### config.mk
export PLATFORM = sky130hd
export DESIGN_NAME = operating_mode_state_machine
export DESIGN_NICKNAME = d
export VERILOG_FILES = /design/src/shared/opmode_pkg.sv /design/src/verilog/operating_mode_state_machine.sv /design/src/verilog/spi_frame_port.sv
export VERILOG_INCLUDE_DIRS = /design/src /design/src/shared
export SDC_FILE = /design/constraint.sdc
export NUM_CORES = 1
export LEC_CHECK = 0
export BUFFER_PORTS_ARGS = -buffer_cell sky130_fd_sc_hd__clkbuf_2
export CAP_MARGIN = 15
export CORE_MARGIN = 3
export CORE_UTILIZATION = 35
export DETAILED_ROUTE_END_ITERATION = 10
export GPL_ROUTABILITY_DRIVEN = 0
export HOLD_SLACK_MARGIN = 0.15
export SLEW_MARGIN = 20
export SYNTH_ARGS = -nofsm -noshare
export SYNTH_HDL_FRONTEND = slang
export SYNTH_SLANG_ARGS = --single-unit
### constraint.sdc
create_clock -name i_clk -period 5.65 [get_ports i_clk]
set_clock_uncertainty 0.05 [all_clocks]
set_input_delay 0.565 -clock i_clk [delete_from_list [all_inputs] [get_ports i_clk]]
set_output_delay 0.565 -clock i_clk [all_outputs]
set_load 0.01 [all_outputs]
### src/shared/opmode_params.svh
// Constants for the operating-mode controller
`ifndef OPMODE_PARAMS_SVH
`define OPMODE_PARAMS_SVH
// Serial frame layout
`define FRAME_BITS       16
`define WRITE_BIT        15
`define ADDR_MSB         14
`define ADDR_LSB         8
`define MODE_FIELD_MSB   7
`define MODE_FIELD_LSB   6
// Frame addresses
`define ADDR_MODE_CTRL   7'h01
`define ADDR_WD_CTRL     7'h03
// Reset value of the operating-mode field
`define MODE_FIELD_RESET 2'h0
// Clock rate
`define CLK_PERIOD_NS    8
`define CLK_MHZ          125
// Timing figures in their own units
`define RESTART_DELAY_US 10
`define LONG_WINDOW_MS   200
`endif

### src/shared/opmode_pkg.sv
// Types shared by the operating-mode controller
package opmode_pkg;
  // Operating modes, Gray coded along init-normal-stop-sleep-restart-failsafe
  typedef enum logic [2:0] {
    ST_INIT     = 3'h0,
    ST_NORMAL   = 3'h1,
    ST_STOP     = 3'h3,
    ST_SLEEP    = 3'h2,
    ST_RESTART  = 3'h6,
    ST_FAILSAFE = 3'h7
  } mode_state_e;
  // Values of the operating-mode field in a mode frame
  typedef enum logic [1:0] {
    FIELD_NORMAL     = 2'h0,
    FIELD_STOP       = 2'h1,
    FIELD_SLEEP      = 2'h2,
    FIELD_SOFT_RESET = 2'h3
  } mode_field_e;
endpackage

### src/verilog/operating_mode_state_machine.sv
// Operating-mode controller of the system basis chip
// Summary of operation
// - Init mode at power-up and soft reset
// - Stop mode keeps main regulator on
// - Sleep mode turns main regulator off
// - Wake or failure leads to restart, host reset
// - Restart exits to normal after reset delay
// - Critical failure enters fail-safe, regulator off
// - Fail-safe held until wake or heat clears
// - Development mode stops the watchdog counter
// - Development mode allows all six modes
// - Strap selects watchdog failure response
// - Host exchanges use 16-bit frames
// - Mode field selects mode, cleared in restart
// - Any frame in init goes to normal
// - No trigger in long window means restart in init, strap-selected response in normal and stop
// - Wake events in init are discarded
`timescale 1ns/10ps
`include "opmode_params.svh"
module operating_mode_state_machine #(
  parameter int LIN_COUNT  = 1,
  parameter int WAKE_COUNT = 1,
  parameter int unsigned LONG_WINDOW_CYCLES = `LONG_WINDOW_MS * 1000 * `CLK_MHZ
) (
  // Clock and reset
  input  wire logic                  i_clk,
  input  wire logic                  i_sys_rst,
  // Host serial port
  input  wire logic                  i_spi_sclk,
  input  wire logic                  i_spi_cs_n,
  input  wire logic                  i_spi_mosi,
  output logic                       o_spi_miso,
  // Wake sources
  input  wire logic                  i_can_wake,
  input  wire logic [LIN_COUNT-1:0]  i_lin_transceivers_wake,
  input  wire logic [WAKE_COUNT-1:0] i_wake_inputs,
  // Supervision
  input  wire logic                  i_main_regulator_uv,
  input  wire logic                  i_over_temp,
  // Straps
  input  wire logic                  i_test_strap_n,
  input  wire logic                  i_cfg_strap,
  // Mode outputs
  output logic                       o_main_regulator_output_en,
  output logic                       o_host_reset_n,
  output opmode_pkg::mode_state_e    o_mode,
  output logic                       o_dev_mode,
  output logic                       o_wd_fail_restart,
  output logic                       o_wd_running
);
  import opmode_pkg::*;

  localparam int IN_W  = 5 + LIN_COUNT + WAKE_COUNT;
  // Test strap idles high, so reset must not fake a development strap
  localparam logic [IN_W-1:0] SYNC_IDLE = {1'b0, 1'b1, {(IN_W-2){1'b0}}};
  localparam int WD_W  = $clog2(LONG_WINDOW_CYCLES + 1);
  localparam int RD_CYCLES = (`RESTART_DELAY_US * 1000 + `CLK_PERIOD_NS - 1) / `CLK_PERIOD_NS;
  localparam int RD_W  = $clog2(RD_CYCLES + 1);

  logic [IN_W-1:0] pin_meta;     // First synchroniser stage
  logic [IN_W-1:0] pin_sync;     // Second synchroniser stage
  logic            wake_any;     // Any wake source active
  logic            uv;           // Regulator undervoltage
  logic            ot;           // Over-temperature
  logic            test_n_s;     // Test strap level
  logic            cfg_s;        // Config strap level
  logic            frame_valid;  // Complete frame received
  logic [15:0]     frame_data;   // Received frame
  logic            mode_write;   // Mode frame received
  logic            wd_trigger;   // Watchdog frame received
  mode_field_e     wr_field;     // Field value carried by a frame
  mode_field_e     mode_field;   // Operating-mode field
  mode_state_e     state;        // Current mode
  mode_state_e     next_state;   // Next mode
  logic            dev_mode;     // Development mode latched
  logic            cfg_restart;  // Watchdog failure goes to restart
  logic            fs_by_ot;     // Fail-safe caused by heat
  logic [WD_W-1:0] wd_count;     // Watchdog window counter
  logic            wd_run;       // Watchdog counting allowed
  logic            wd_fail;      // Window ran out
  logic [RD_W-1:0] rd_count;     // Restart delay counter
  logic            rd_done;      // Restart delay elapsed
  logic [15:0]     status_word;  // Word returned to the host

  // Async inputs through two flip-flops
  always_ff @(posedge i_clk or posedge i_sys_rst) begin
    if (i_sys_rst) begin
      pin_meta <= SYNC_IDLE;
      pin_sync <= SYNC_IDLE;
    end else begin
      pin_meta <= {i_cfg_strap, i_test_strap_n, i_over_temp, i_main_regulator_uv,
                   i_wake_inputs, i_lin_transceivers_wake, i_can_wake};
      pin_sync <= pin_meta;
    end
  end

  // Unpack the synchronised levels
  assign wake_any = |pin_sync[IN_W-5:0];
  assign uv       = pin_sync[IN_W-4];
  assign ot       = pin_sync[IN_W-3];
  assign test_n_s = pin_sync[IN_W-2];
  assign cfg_s    = pin_sync[IN_W-1];

  // Host frame receiver
  spi_frame_port u_spi (
    .i_clk         (i_clk),
    .i_sys_rst     (i_sys_rst),
    .i_spi_sclk    (i_spi_sclk),
    .i_spi_cs_n    (i_spi_cs_n),
    .i_spi_mosi    (i_spi_mosi),
    .o_spi_miso    (o_spi_miso),
    .i_status      (status_word),
    .o_frame_valid (frame_valid),
    .o_frame_data  (frame_data)
  );

  // Frame decode
  assign wr_field   = mode_field_e'(frame_data[`MODE_FIELD_MSB:`MODE_FIELD_LSB]);
  assign mode_write = frame_valid && frame_data[`WRITE_BIT]
                      && (frame_data[`ADDR_MSB:`ADDR_LSB] == `ADDR_MODE_CTRL);
  assign wd_trigger = frame_valid && frame_data[`WRITE_BIT]
                      && (frame_data[`ADDR_MSB:`ADDR_LSB] == `ADDR_WD_CTRL);
  assign status_word = {state, mode_field, dev_mode, cfg_restart, wd_run, 8'h00};

  // Straps followed while in init, held afterwards
  always_ff @(posedge i_clk or posedge i_sys_rst) begin
    if (i_sys_rst) begin
      dev_mode    <= 1'b0;
      cfg_restart <= 1'b0;
    end else if (state == ST_INIT) begin
      dev_mode    <= ~test_n_s;
      cfg_restart <= cfg_s;
    end
  end

  // Operating-mode field
  always_ff @(posedge i_clk or posedge i_sys_rst) begin
    if (i_sys_rst) begin
      mode_field <= mode_field_e'(`MODE_FIELD_RESET);
    end else if (state == ST_RESTART || state == ST_INIT) begin
      mode_field <= FIELD_NORMAL;
    end else if (mode_write && (state == ST_NORMAL || state == ST_STOP)) begin
      mode_field <= wr_field;
    end
  end

  // Watchdog window, stopped in development mode
  assign wd_run  = !dev_mode && (state == ST_INIT || state == ST_NORMAL
                   || state == ST_STOP);
  assign wd_fail = wd_run && !wd_trigger
                   && (wd_count == WD_W'(LONG_WINDOW_CYCLES - 1));
  always_ff @(posedge i_clk or posedge i_sys_rst) begin
    if (i_sys_rst) begin
      wd_count <= '0;
    end else if (dev_mode) begin
      wd_count <= wd_count;
    end else if (!wd_run || wd_trigger || wd_fail) begin
      wd_count <= '0;
    end else begin
      wd_count <= wd_count + WD_W'(1);
    end
  end

  // Restart delay, restarted while the failure persists
  assign rd_done = (rd_count == RD_W'(RD_CYCLES - 1));
  always_ff @(posedge i_clk or posedge i_sys_rst) begin
    if (i_sys_rst) begin
      rd_count <= '0;
    end else if (state != ST_RESTART || uv) begin
      rd_count <= '0;
    end else if (!rd_done) begin
      rd_count <= rd_count + RD_W'(1);
    end
  end

  // Mode transitions
  always_comb begin
    next_state = state;
    case (state)
      // Wake events are not looked at here
      ST_INIT: begin
        if (ot) begin
          next_state = ST_FAILSAFE;
        end else if (wd_fail) begin
          next_state = ST_RESTART;
        end else if (frame_valid) begin
          next_state = ST_NORMAL;
        end
      end
      // Host controlled modes, same in development mode
      ST_NORMAL, ST_STOP: begin
        if (ot) begin
          next_state = ST_FAILSAFE;
        end else if (wd_fail) begin
          next_state = cfg_restart ? ST_RESTART : ST_FAILSAFE;
        end else if (uv) begin
          next_state = ST_RESTART;
        end else if (mode_write) begin
          case (wr_field)
            FIELD_NORMAL: next_state = ST_NORMAL;
            FIELD_STOP:   next_state = ST_STOP;
            FIELD_SLEEP:  next_state = ST_SLEEP;
            default:      next_state = ST_INIT;
          endcase
        end
      end
      // Leave sleep on wake only
      ST_SLEEP: begin
        if (wake_any) begin
          next_state = ST_RESTART;
        end
      end
      // Hold host in reset until delay done
      ST_RESTART: begin
        if (ot) begin
          next_state = ST_FAILSAFE;
        end else if (rd_done && !uv) begin
          next_state = ST_NORMAL;
        end
      end
      // Stay until wake or heat cleared
      ST_FAILSAFE: begin
        if (wake_any || (fs_by_ot && !ot)) begin
          next_state = ST_RESTART;
        end
      end
      default: begin
        next_state = ST_INIT;
      end
    endcase
  end

  // Mode register, init after reset
  always_ff @(posedge i_clk or posedge i_sys_rst) begin
    if (i_sys_rst) begin
      state <= ST_INIT;
    end else begin
      state <= next_state;
    end
  end

  // Remember why fail-safe was entered
  always_ff @(posedge i_clk or posedge i_sys_rst) begin
    if (i_sys_rst) begin
      fs_by_ot <= 1'b0;
    end else if (state != ST_FAILSAFE && next_state == ST_FAILSAFE) begin
      fs_by_ot <= ot;
    end
  end

  // Regulator enable and host reset from the coming mode
  always_ff @(posedge i_clk or posedge i_sys_rst) begin
    if (i_sys_rst) begin
      o_main_regulator_output_en <= 1'b1;
      o_host_reset_n             <= 1'b1;
    end else begin
      o_main_regulator_output_en <= (next_state != ST_SLEEP)
                                    && (next_state != ST_FAILSAFE);
      o_host_reset_n <= (next_state != ST_RESTART)
                        && (next_state != ST_FAILSAFE);
    end
  end

  // Status outputs
  assign o_mode            = state;
  assign o_dev_mode        = dev_mode;
  assign o_wd_fail_restart = cfg_restart;
  assign o_wd_running      = wd_run;

  AST_SOFT_RESET: assert property (@(posedge i_clk) disable iff (i_sys_rst)
    state == ST_NORMAL && mode_write && wr_field == FIELD_SOFT_RESET && !ot && !wd_fail && !uv
    |=> state == ST_INIT)
    else $error("soft reset did not reach init");
  AST_STOP_REG_ON: assert property (@(posedge i_clk) disable iff (i_sys_rst)
    state == ST_STOP |-> o_main_regulator_output_en)
    else $error("regulator off in stop");
  AST_SLEEP_REG_OFF: assert property (@(posedge i_clk) disable iff (i_sys_rst)
    state == ST_SLEEP |-> !o_main_regulator_output_en)
    else $error("regulator on in sleep");
  AST_SLEEP_WAKE: assert property (@(posedge i_clk) disable iff (i_sys_rst)
    state == ST_SLEEP && wake_any |=> state == ST_RESTART ##0 !o_host_reset_n)
    else $error("wake in sleep did not restart");
  AST_RESTART_EXIT: assert property (@(posedge i_clk) disable iff (i_sys_rst)
    state == ST_RESTART && rd_done && !uv && !ot |=> state == ST_NORMAL ##0 o_host_reset_n)
    else $error("restart did not exit after delay");
  AST_RESTART_HOLD: assert property (@(posedge i_clk) disable iff (i_sys_rst)
    state == ST_RESTART && uv |=> state != ST_NORMAL ##1 state != ST_NORMAL)
    else $error("restart left while failure present");
  AST_WD_FAILSAFE: assert property (@(posedge i_clk) disable iff (i_sys_rst)
    state == ST_NORMAL && wd_fail && !cfg_restart |=> state == ST_FAILSAFE
    ##0 !o_main_regulator_output_en)
    else $error("critical failure did not reach fail-safe");
  AST_FS_HOLD: assert property (@(posedge i_clk) disable iff (i_sys_rst)
    state == ST_FAILSAFE && !wake_any && !(fs_by_ot && !ot) |=> state == ST_FAILSAFE)
    else $error("fail-safe left without cause");
  AST_DEV_WD_STOP: assert property (@(posedge i_clk) disable iff (i_sys_rst)
    dev_mode && $past(dev_mode) |-> $stable(wd_count) && !wd_fail)
    else $error("watchdog ran in development mode");
  AST_DEV_SLEEP: assert property (@(posedge i_clk) disable iff (i_sys_rst)
    dev_mode && state == ST_NORMAL && mode_write && wr_field == FIELD_SLEEP && !ot && !uv
    |=> state == ST_SLEEP)
    else $error("mode refused in development mode");
  AST_WD_CFG: assert property (@(posedge i_clk) disable iff (i_sys_rst)
    state == ST_STOP && wd_fail && cfg_restart && !ot |=> state == ST_RESTART)
    else $error("strap response to watchdog failure wrong");
  AST_FIELD_CLEAR: assert property (@(posedge i_clk) disable iff (i_sys_rst)
    state == ST_RESTART ##1 state == ST_RESTART |-> mode_field == FIELD_NORMAL)
    else $error("mode field not cleared in restart");
  AST_INIT_FRAME: assert property (@(posedge i_clk) disable iff (i_sys_rst)
    state == ST_INIT && frame_valid && !wd_fail && !ot |=> state == ST_NORMAL)
    else $error("frame in init did not reach normal");
  AST_INIT_WD: assert property (@(posedge i_clk) disable iff (i_sys_rst)
    state == ST_INIT && wd_fail && !ot |=> state == ST_RESTART)
    else $error("missing trigger in init not handled");
  AST_INIT_WAKE: assert property (@(posedge i_clk) disable iff (i_sys_rst)
    state == ST_INIT && wake_any && !frame_valid && !wd_fail && !ot |=> state == ST_INIT)
    else $error("wake event acted on in init");
endmodule

### src/verilog/spi_frame_port.sv
// Serial slave port that receives and answers 16-bit frames
`timescale 1ns/10ps
`include "opmode_params.svh"
module spi_frame_port (
  // Clock and reset
  input  wire logic        i_clk,
  input  wire logic        i_sys_rst,
  // Serial pins
  input  wire logic        i_spi_sclk,
  input  wire logic        i_spi_cs_n,
  input  wire logic        i_spi_mosi,
  output logic             o_spi_miso,
  // Status word shifted out
  input  wire logic [15:0] i_status,
  // Received frame
  output logic             o_frame_valid,
  output logic [15:0]      o_frame_data
);
  logic [2:0]  sclk_q;     // Synchroniser plus edge history
  logic [2:0]  cs_q;       // Synchroniser plus edge history
  logic [1:0]  mosi_q;     // Synchroniser
  logic [15:0] shift_in;   // Incoming bits
  logic [15:0] shift_out;  // Outgoing bits
  logic [4:0]  bit_count;  // Bits seen, saturating
  logic        sclk_rise;  // Sampling edge
  logic        sclk_fall;  // Launch edge
  logic        cs_fall;    // Frame start
  logic        cs_rise;    // Frame end
  logic        selected;   // Frame in progress

  assign sclk_rise = sclk_q[1] & ~sclk_q[2];
  assign sclk_fall = ~sclk_q[1] & sclk_q[2];
  assign cs_fall   = ~cs_q[1] & cs_q[2];
  assign cs_rise   = cs_q[1] & ~cs_q[2];
  assign selected  = ~cs_q[1];
  assign o_spi_miso = shift_out[15];

  // Pin synchronisers
  always_ff @(posedge i_clk or posedge i_sys_rst) begin
    if (i_sys_rst) begin
      sclk_q <= 3'h0;
      cs_q   <= 3'h7;
      mosi_q <= 2'h0;
    end else begin
      sclk_q <= {sclk_q[1:0], i_spi_sclk};
      cs_q   <= {cs_q[1:0], i_spi_cs_n};
      mosi_q <= {mosi_q[0], i_spi_mosi};
    end
  end

  // Receive shifter and bit counter
  always_ff @(posedge i_clk or posedge i_sys_rst) begin
    if (i_sys_rst) begin
      shift_in  <= 16'h0000;
      bit_count <= 5'h00;
    end else if (cs_fall) begin
      bit_count <= 5'h00;
    end else if (selected && sclk_rise) begin
      shift_in <= {shift_in[14:0], mosi_q[1]};
      if (bit_count != 5'h1f) begin
        bit_count <= bit_count + 5'h01;
      end
    end
  end

  // Frame delivery, only exact 16-bit frames
  always_ff @(posedge i_clk or posedge i_sys_rst) begin
    if (i_sys_rst) begin
      o_frame_valid <= 1'b0;
      o_frame_data  <= 16'h0000;
    end else begin
      o_frame_valid <= cs_rise && (bit_count == 5'(`FRAME_BITS));
      if (cs_rise) begin
        o_frame_data <= shift_in;
      end
    end
  end

  // Transmit shifter, MSB first
  always_ff @(posedge i_clk or posedge i_sys_rst) begin
    if (i_sys_rst) begin
      shift_out <= 16'h0000;
    end else if (cs_fall) begin
      shift_out <= i_status;
    end else if (selected && sclk_fall) begin
      shift_out <= {shift_out[14:0], 1'b0};
    end
  end

  // A frame is delivered only just after chip select ends
  AST_FRAME_AT_END: assert property (@(posedge i_clk) disable iff (i_sys_rst)
    o_frame_valid |-> cs_q[2] && !$past(cs_q[2]))
    else $error("frame delivered outside frame end");
endmodule
After elaboration in Yosys (flattened, before gate mapping)
Index checks and enable logic that the tools add are counted.
- mux-type cells: 24
- add/sub/neg operators: 3
- reductions and logical operators: 38
- bitwise logic cells: 10
- eq/ne operators: 20
- operators by type and width (cell ; count):
    $mux 3 ; 11
    $mux 16 ; 2
    $add 25x1->25 const B ; 1
    $eq 25x25->1 const B ; 1
    $mux 25 ; 1
    $mux 11 ; 2
    $logic_and 1x1->1 ; 15
    $mux 5 ; 3
    $pmux 3 s5 ; 1
    $ne 3x3->1 const B ; 4
    $add 11x1->11 const B ; 1
    $eq 11x11->1 const B ; 1
    $eq 3x3->1 const B ; 3
    $logic_or 1x1->1 ; 8
    $reduce_bool 2->1 ; 4
    $eq 7x1->1 const B ; 1
    $eq 7x2->1 const B ; 1
    $eq 3x2->1 const B ; 2
    $not 1->1 ; 6
    $pmux 2 s3 ; 1
    $add 5x1->5 const B ; 1
    $eq 5x5->1 const B ; 1
    $logic_not 1->1 ; 5
    $ne 5x5->1 const B ; 1
    13 further kinds ; 18
- logic and storage cells: 114
- output and inout bits: 9
- input bits: 12
- flip-flop bits (word level): 122

Depth between registers and ports, before layout
- depth after elaboration: 11
- gate-level depth with buffers: 8
- mapped depth without buffers: 8

Cells and area by module
Synthesis repeated with hierarchy kept, for this count alone.
- cell total of the unflattened synthesis: 466
- area, all modules: 5417.7 µm²
- by module, submodules not included (module ; instances ; sequential area each (µm²) ; area each (µm²) ; cells each):
    operating_mode_state_machine ; 1 ; 1506.4 ; 2867.8 ; 280
    spi_frame_port ; 1 ; 1555.2 ; 2549.9 ; 186

Least setup slack after synthesis
No wires, ideal clock.
- path type: register -> register
- from: register dev_mode (netlist: o_dev_mode)
- to: register fs_by_ot
- cell stages (with the launch flop): 8
- data arrival time: 2154 ps
- setup time: 125 ps
- period minus slack after synthesis: 2328 ps
- buffers on the path: 1
- path slack: 3322 ps
- required time: 5475 ps
- cell sequence: dfrtp_1 > buf_6 > or2_1 > or4b_1 > o41a_1 > o21a_1 > o211ai_1 > mux2_2
- longest elaborated chain between the ends: 9
- elaborated cells on any way between the ends: 11
- those cells by class: eq/ne (1); mux (5); reduce/logical (5)
- RTL lines (element ; RTL line ; source):
    start: declaration ; operating_mode_state_machine.sv:75 ; logic dev_mode;
    start signal: assignment ; operating_mode_state_machine.sv:131 ; dev_mode <= ~test_n_s;
    $logic_not 1->1 * ; operating_mode_state_machine.sv:148 ; assign wd_run = !dev_mode && (state == ST_INIT || state == ST_NORMAL
    $logic_and 1x1->1 * ; operating_mode_state_machine.sv:148 ;
    $logic_and 1x1->1 * ; operating_mode_state_machine.sv:150 ; assign wd_fail = wd_run && !wd_trigger
    $logic_and 1x1->1 * ; operating_mode_state_machine.sv:151 ; && (wd_count == WD_W'(LONG_WINDOW_CYCLES - 1));
    $mux 3 (on tied branches) ; operating_mode_state_machine.sv:194, operating_mode_state_machine.sv:184 ;
    $mux 3 (on tied branches) ; operating_mode_state_machine.sv:192, operating_mode_state_machine.sv:182 ;
    $pmux 3 s5 * ; operating_mode_state_machine.sv:179 ; case (state)
    $eq 3x3->1 * ; operating_mode_state_machine.sv:246 ; end else if (state != ST_FAILSAFE && next_state == ST_FAILSAFE) begin
    $logic_and 1x1->1 * ; operating_mode_state_machine.sv:246 ;
    end signal: assignment ; operating_mode_state_machine.sv:247 ; fs_by_ot <= ot;
    end: declaration ; operating_mode_state_machine.sv:77 ; logic fs_by_ot;
Mark *: on every way between the ends. The rest lies on a longest branch, timed or not.
A chain may end at the register's enable or synchronous reset.

Final worst setup path
- from: register state[2] (netlist: o_mode[2])
- to: register fs_by_ot
- longest elaborated chain between the ends: 11
- elaborated cells on any way between the ends: 27
- those cells by class: eq/ne (7); mux (12); reduce/logical (8)
- RTL lines (element ; RTL line ; source):
    start: declaration ; operating_mode_state_machine.sv:73 ; mode_state_e state;
    start signal: assignment ; operating_mode_state_machine.sv:238 ; state <= next_state;
    $eq 3x1->1 / $logic_not 3->1 (equally long branches) ; operating_mode_state_machine.sv:148, operating_mode_state_machine.sv:179 ;
    $logic_or 1x1->1 ; operating_mode_state_machine.sv:148 ;
    $logic_or 1x1->1 ; operating_mode_state_machine.sv:149 ; || state == ST_STOP);
    $logic_and 1x1->1 ; operating_mode_state_machine.sv:148 ;
    $logic_and 1x1->1 ; operating_mode_state_machine.sv:150 ;
    $logic_and 1x1->1 ; operating_mode_state_machine.sv:151 ;
    $mux 3 (on tied branches) ; operating_mode_state_machine.sv:194, operating_mode_state_machine.sv:184 ;
    $mux 3 (on tied branches) ; operating_mode_state_machine.sv:192, operating_mode_state_machine.sv:182 ;
    $pmux 3 s5 ; operating_mode_state_machine.sv:179 ;
    $eq 3x3->1 ; operating_mode_state_machine.sv:246 ;
    $logic_and 1x1->1 * ; operating_mode_state_machine.sv:246 ;
Marked as above.

==> qor.csv <==
stage,metric,value,unit
sta,finalHoldViolCount,0,
critical_path,start_kind,register,
sta,setup_viol,0,
global_routing,grt_pass1_wl,13.94,mm
clocking,htree_levels,3,
place,portBuffers,20,
clocking,path_clk_slew,0.07,ns
clocking,post_cts_resize_count,0,
clocking,cts_tree,built,
floorplan,io_pins,21,
sta,setup_ws,3.220,ns
finish,fin_util,41.53,%
global_routing,grt_max_degree,56,
power_and_ir_drop,p_per_area,373.1,nW/µm²
sta,slew_viol_final,0,
power_and_ir_drop,p_int,1.438,mW
finish,drive_above_1_share,19.07,%
run,maxCapViolCount,0,
floorplan,dieArea,14790,µm²
floorplan,die-height,121.6,µm
place,dp_cells,586,
synth,ys_seq_area_share,57.97,%
detailed_routing,drt_iter0_drc,148,
finish,nets,446,
synth,synth_edf_count,0,
synth,synth_area_per_cell,11.69,µm²
floorplan,die_x,121.6,µm
clocking,cts_setup_buffers,0,
synth,synthTopCellsByArea,"dfrtp_1 (54%), mux2_2 (6.3%), nor2_1 (4.4%), dfstp_2 (3.9%), xor2_1 (3.6%)",
synth,synth_top_area_share,54.04,%
synth,yosys.area.top_type,dfrtp_1,
detailed_routing,drc,0,
global_routing,antenna_found_initial,0,
critical_path,worstPathRequired,5.84,ns
global_routing,grtUsageTotal,12.02,%
critical_path,path_max_fanout,13,
sta,period_minus_slack,2.430,ns
sta,maxSlewHeadroom,37.80,%
clocking,cts_hold_buf,0,
synth,postSynthCellCount,400,
place,pre_cts_slack,3.228,ns
detailed_routing,firstDrtPassIters,4,
synth,yosysUniqueCellTypes,53,
sta,max_freq,411.5,MHz
critical_path,crit_path_end_kind,register,
power_and_ir_drop,ir_drop,0.0001718,V
detailed_routing,met2_length,3.759,mm
place,dpl.hpwl,5.632,mm
hold_path,worstHoldPathType,input port to async pin,
finish,stdcell_area,5326,µm²
sta,fin_crit_sh,43.02,%
clocking,cts_max_path_buffers,2,
clocking,cts-root-buf,clkbuf_16,
critical_path,crit_arrival,2.62,ns
detailed_routing,num_vias,2886,
clocking,cts.sinks,108,
detailed_routing,ant_nets,0,
power_and_ir_drop,swShare,27.65,%
sta,rsz0062_at_grt,no,
status,status,completed,
clocking,cts_buffers,9,
synth,ys_seq_elements,108,
sta,fin_tns_setup,0,ns
detailed_routing,via_per_inst,4.794,
finish,area_delta_synth_final,13.88,%
power_and_ir_drop,p_leak,2.378,nW
place,placed_area,4979,µm²
power_and_ir_drop,combPwrFrac,16.6,%
synth,syn_nets,421,
power_and_ir_drop,switchingPower,0.5495,mW
global_routing,grt_pass1_vias,2802,
detailed_routing,top_layer_used,met4,
detailed_routing,routed_wl,8.069,mm
synth,yosysWarnings,0,
critical_path,worst-setup-path-type,register to register,
power_and_ir_drop,pwr-share-clk,36.3,%
synth,synth_area,4677,µm²
sta,tightestPinTransition,0.9311,ns
finish,n_fill_cell,1223,
floorplan,initial_core_util,36.47,%
detailed_routing,wl_per_cell,13.40,µm
detailed_routing,met1_length,3.922,mm
floorplan,fp.coreArea,12820,µm²
global_routing,grt-ovfl-total,0,
detailed_routing,wl_met3,268,µm
floorplan,num_rows,41,
finish,num_antenna_cells,0,
synth,synthFlopType,dfrtp_1,
synth,ys_async_sr_fraction,100.0,%
power_and_ir_drop,seqPwrFrac,47.1,%
clocking,clkLatencyLatePin,0.35,ns
finish,final_cells,602,
==> Yosys cell counts, types with 2 or more instances <==
cell / count
nand2_1: 23
o21ai_0: 12
dfstp_2: 7
mux2_2: 26
dfrtp_1: 101
nor3_1: 8
nand2b_1: 3
nand3b_1: 4
ha_1: 9
a22o_1: 2
nor2b_1: 5
nor4b_1: 4
clkbuf_1: 5
nand4_1: 6
buf_2: 4
and4_1: 3
and2_1: 4
and3_1: 6
nand3_1: 15
inv_1: 13
nor4bb_1: 3
nor2_1: 55
xnor2_1: 17
a21oi_1: 5
xor2_1: 19
or3_1: 3
mux2i_1: 12
==> flip-flops by register name, indices dropped and copies added (netlist names), 2 cells and up <==
register and flops:
u_spi.mosi_q 2, u_spi.o_frame_data 10, u_spi.shift_in 16, rd_count 11, u_spi.cs_q 3, pin_meta 7
u_spi.sclk_q 3, pin_sync 7, wd_count 25, o_mode 3, mode_field 2, u_spi.shift_out 8
u_spi.bit_count 5
==> power by group through the flow <==
stage	Sequential, mW	Combinational (mW)	Clock [mW]
after detailed placement	0.950	0.335	0
final	0.936	0.331	0.721
after global placement	0.945	0.331	0
after CTS	0.935	0.338	0.745
after floorplan	0.925	0.256	0
after global routing	0.949	0.371	0.776
==> worst max-delay path: stages (launching register included) <==
cell      delay, ns
dfrtp_1        0.53
or2_1          0.30
or4b_1         0.47
o41a_1         0.32
o21a_1         0.13
o211ai_1       0.17
mux2_2         0.35
==> cells in the final DEF, fill, tap and decap left out, types with 7 or more instances in the layout <==
cell	instances
xnor2_1	17
dfstp_2	7
nor2_1	55
dfrtp_1	101
nand2_1	23
nand3_1	15
mux2_2	26
xor2_1	19
o21ai_0	12
ha_1	9
clkbuf_16	9
clkbuf_2	20
mux2i_1	12
nor3_1	8
inv_1	12
==> kinds of logic (layout without fill, tap and decap cells) <==
logic type                 count (synthesis)  count (layout)  share of synthesized area [%]
and+or+nand+nor                          154             154                          17.36
AOI/OAI and AO/OA                         31              31                          4.495
DFF                                      108             108                          57.97
buffers and inverters                     24              54                          2.194
adders and majority gates                  9               9                          2.408
xor gates and xnor gates                  36              36                          6.742
muxes                                     38              38                          8.828
==> layer usage <==
| metal | vias up | global-route usage, % |
|---|---|---|
| li1 | 1422 | - |
| met1 | 1421 | 16.20 |
| met2 | 34 | 18.38 |
| met3 | 9 | 3.946 |
| met4 | 0 | 4.062 |
| met5 | - | 0 |
==> metrics by stage <==
stage	hold WS (ns)	total power, mW
2_1_floorplan	0.2812	1.182
3_3_place_gp	0.2839	1.276
3_5_place_dp	0.2858	1.285
4_1_cts	0.2207	2.018
5_1_grt	0.2214	2.096
6_report	0.2362	1.988
==> worst paths after layout <==
kind / startpoint / endpoint / slack (ns) / depth (start not counted)
min: i_sys_rst / u_spi.shift_in[1] / 0.24 / 2
max in group asynchronous: i_sys_rst / rd_count[0] / 4.19 / 3
min reg2reg: u_spi.sclk_q[0] / u_spi.sclk_q[1] / 0.30 / 0
max reg2reg: o_mode[2] / fs_by_ot / 3.22 / 6
max: o_mode[2] / fs_by_ot / 3.22 / 6
min in group i_clk: i_spi_cs_n / u_spi.cs_q[0] / 0.24 / 1
==> layout make-up <==
type	count	area, µm²	share of cell area, %
flip-flops and latches	108	2711	50.90
multi-input cells	268	1863	34.98
clock buffers	10	229.0	4.299
well taps	172	215.2	4.040
repair buffers	25	137.6	2.584
clock inverters	6	118.9	2.232
inverters	13	51.30	0.9631
No activity file was read; power rests on OpenSTA's default activity.
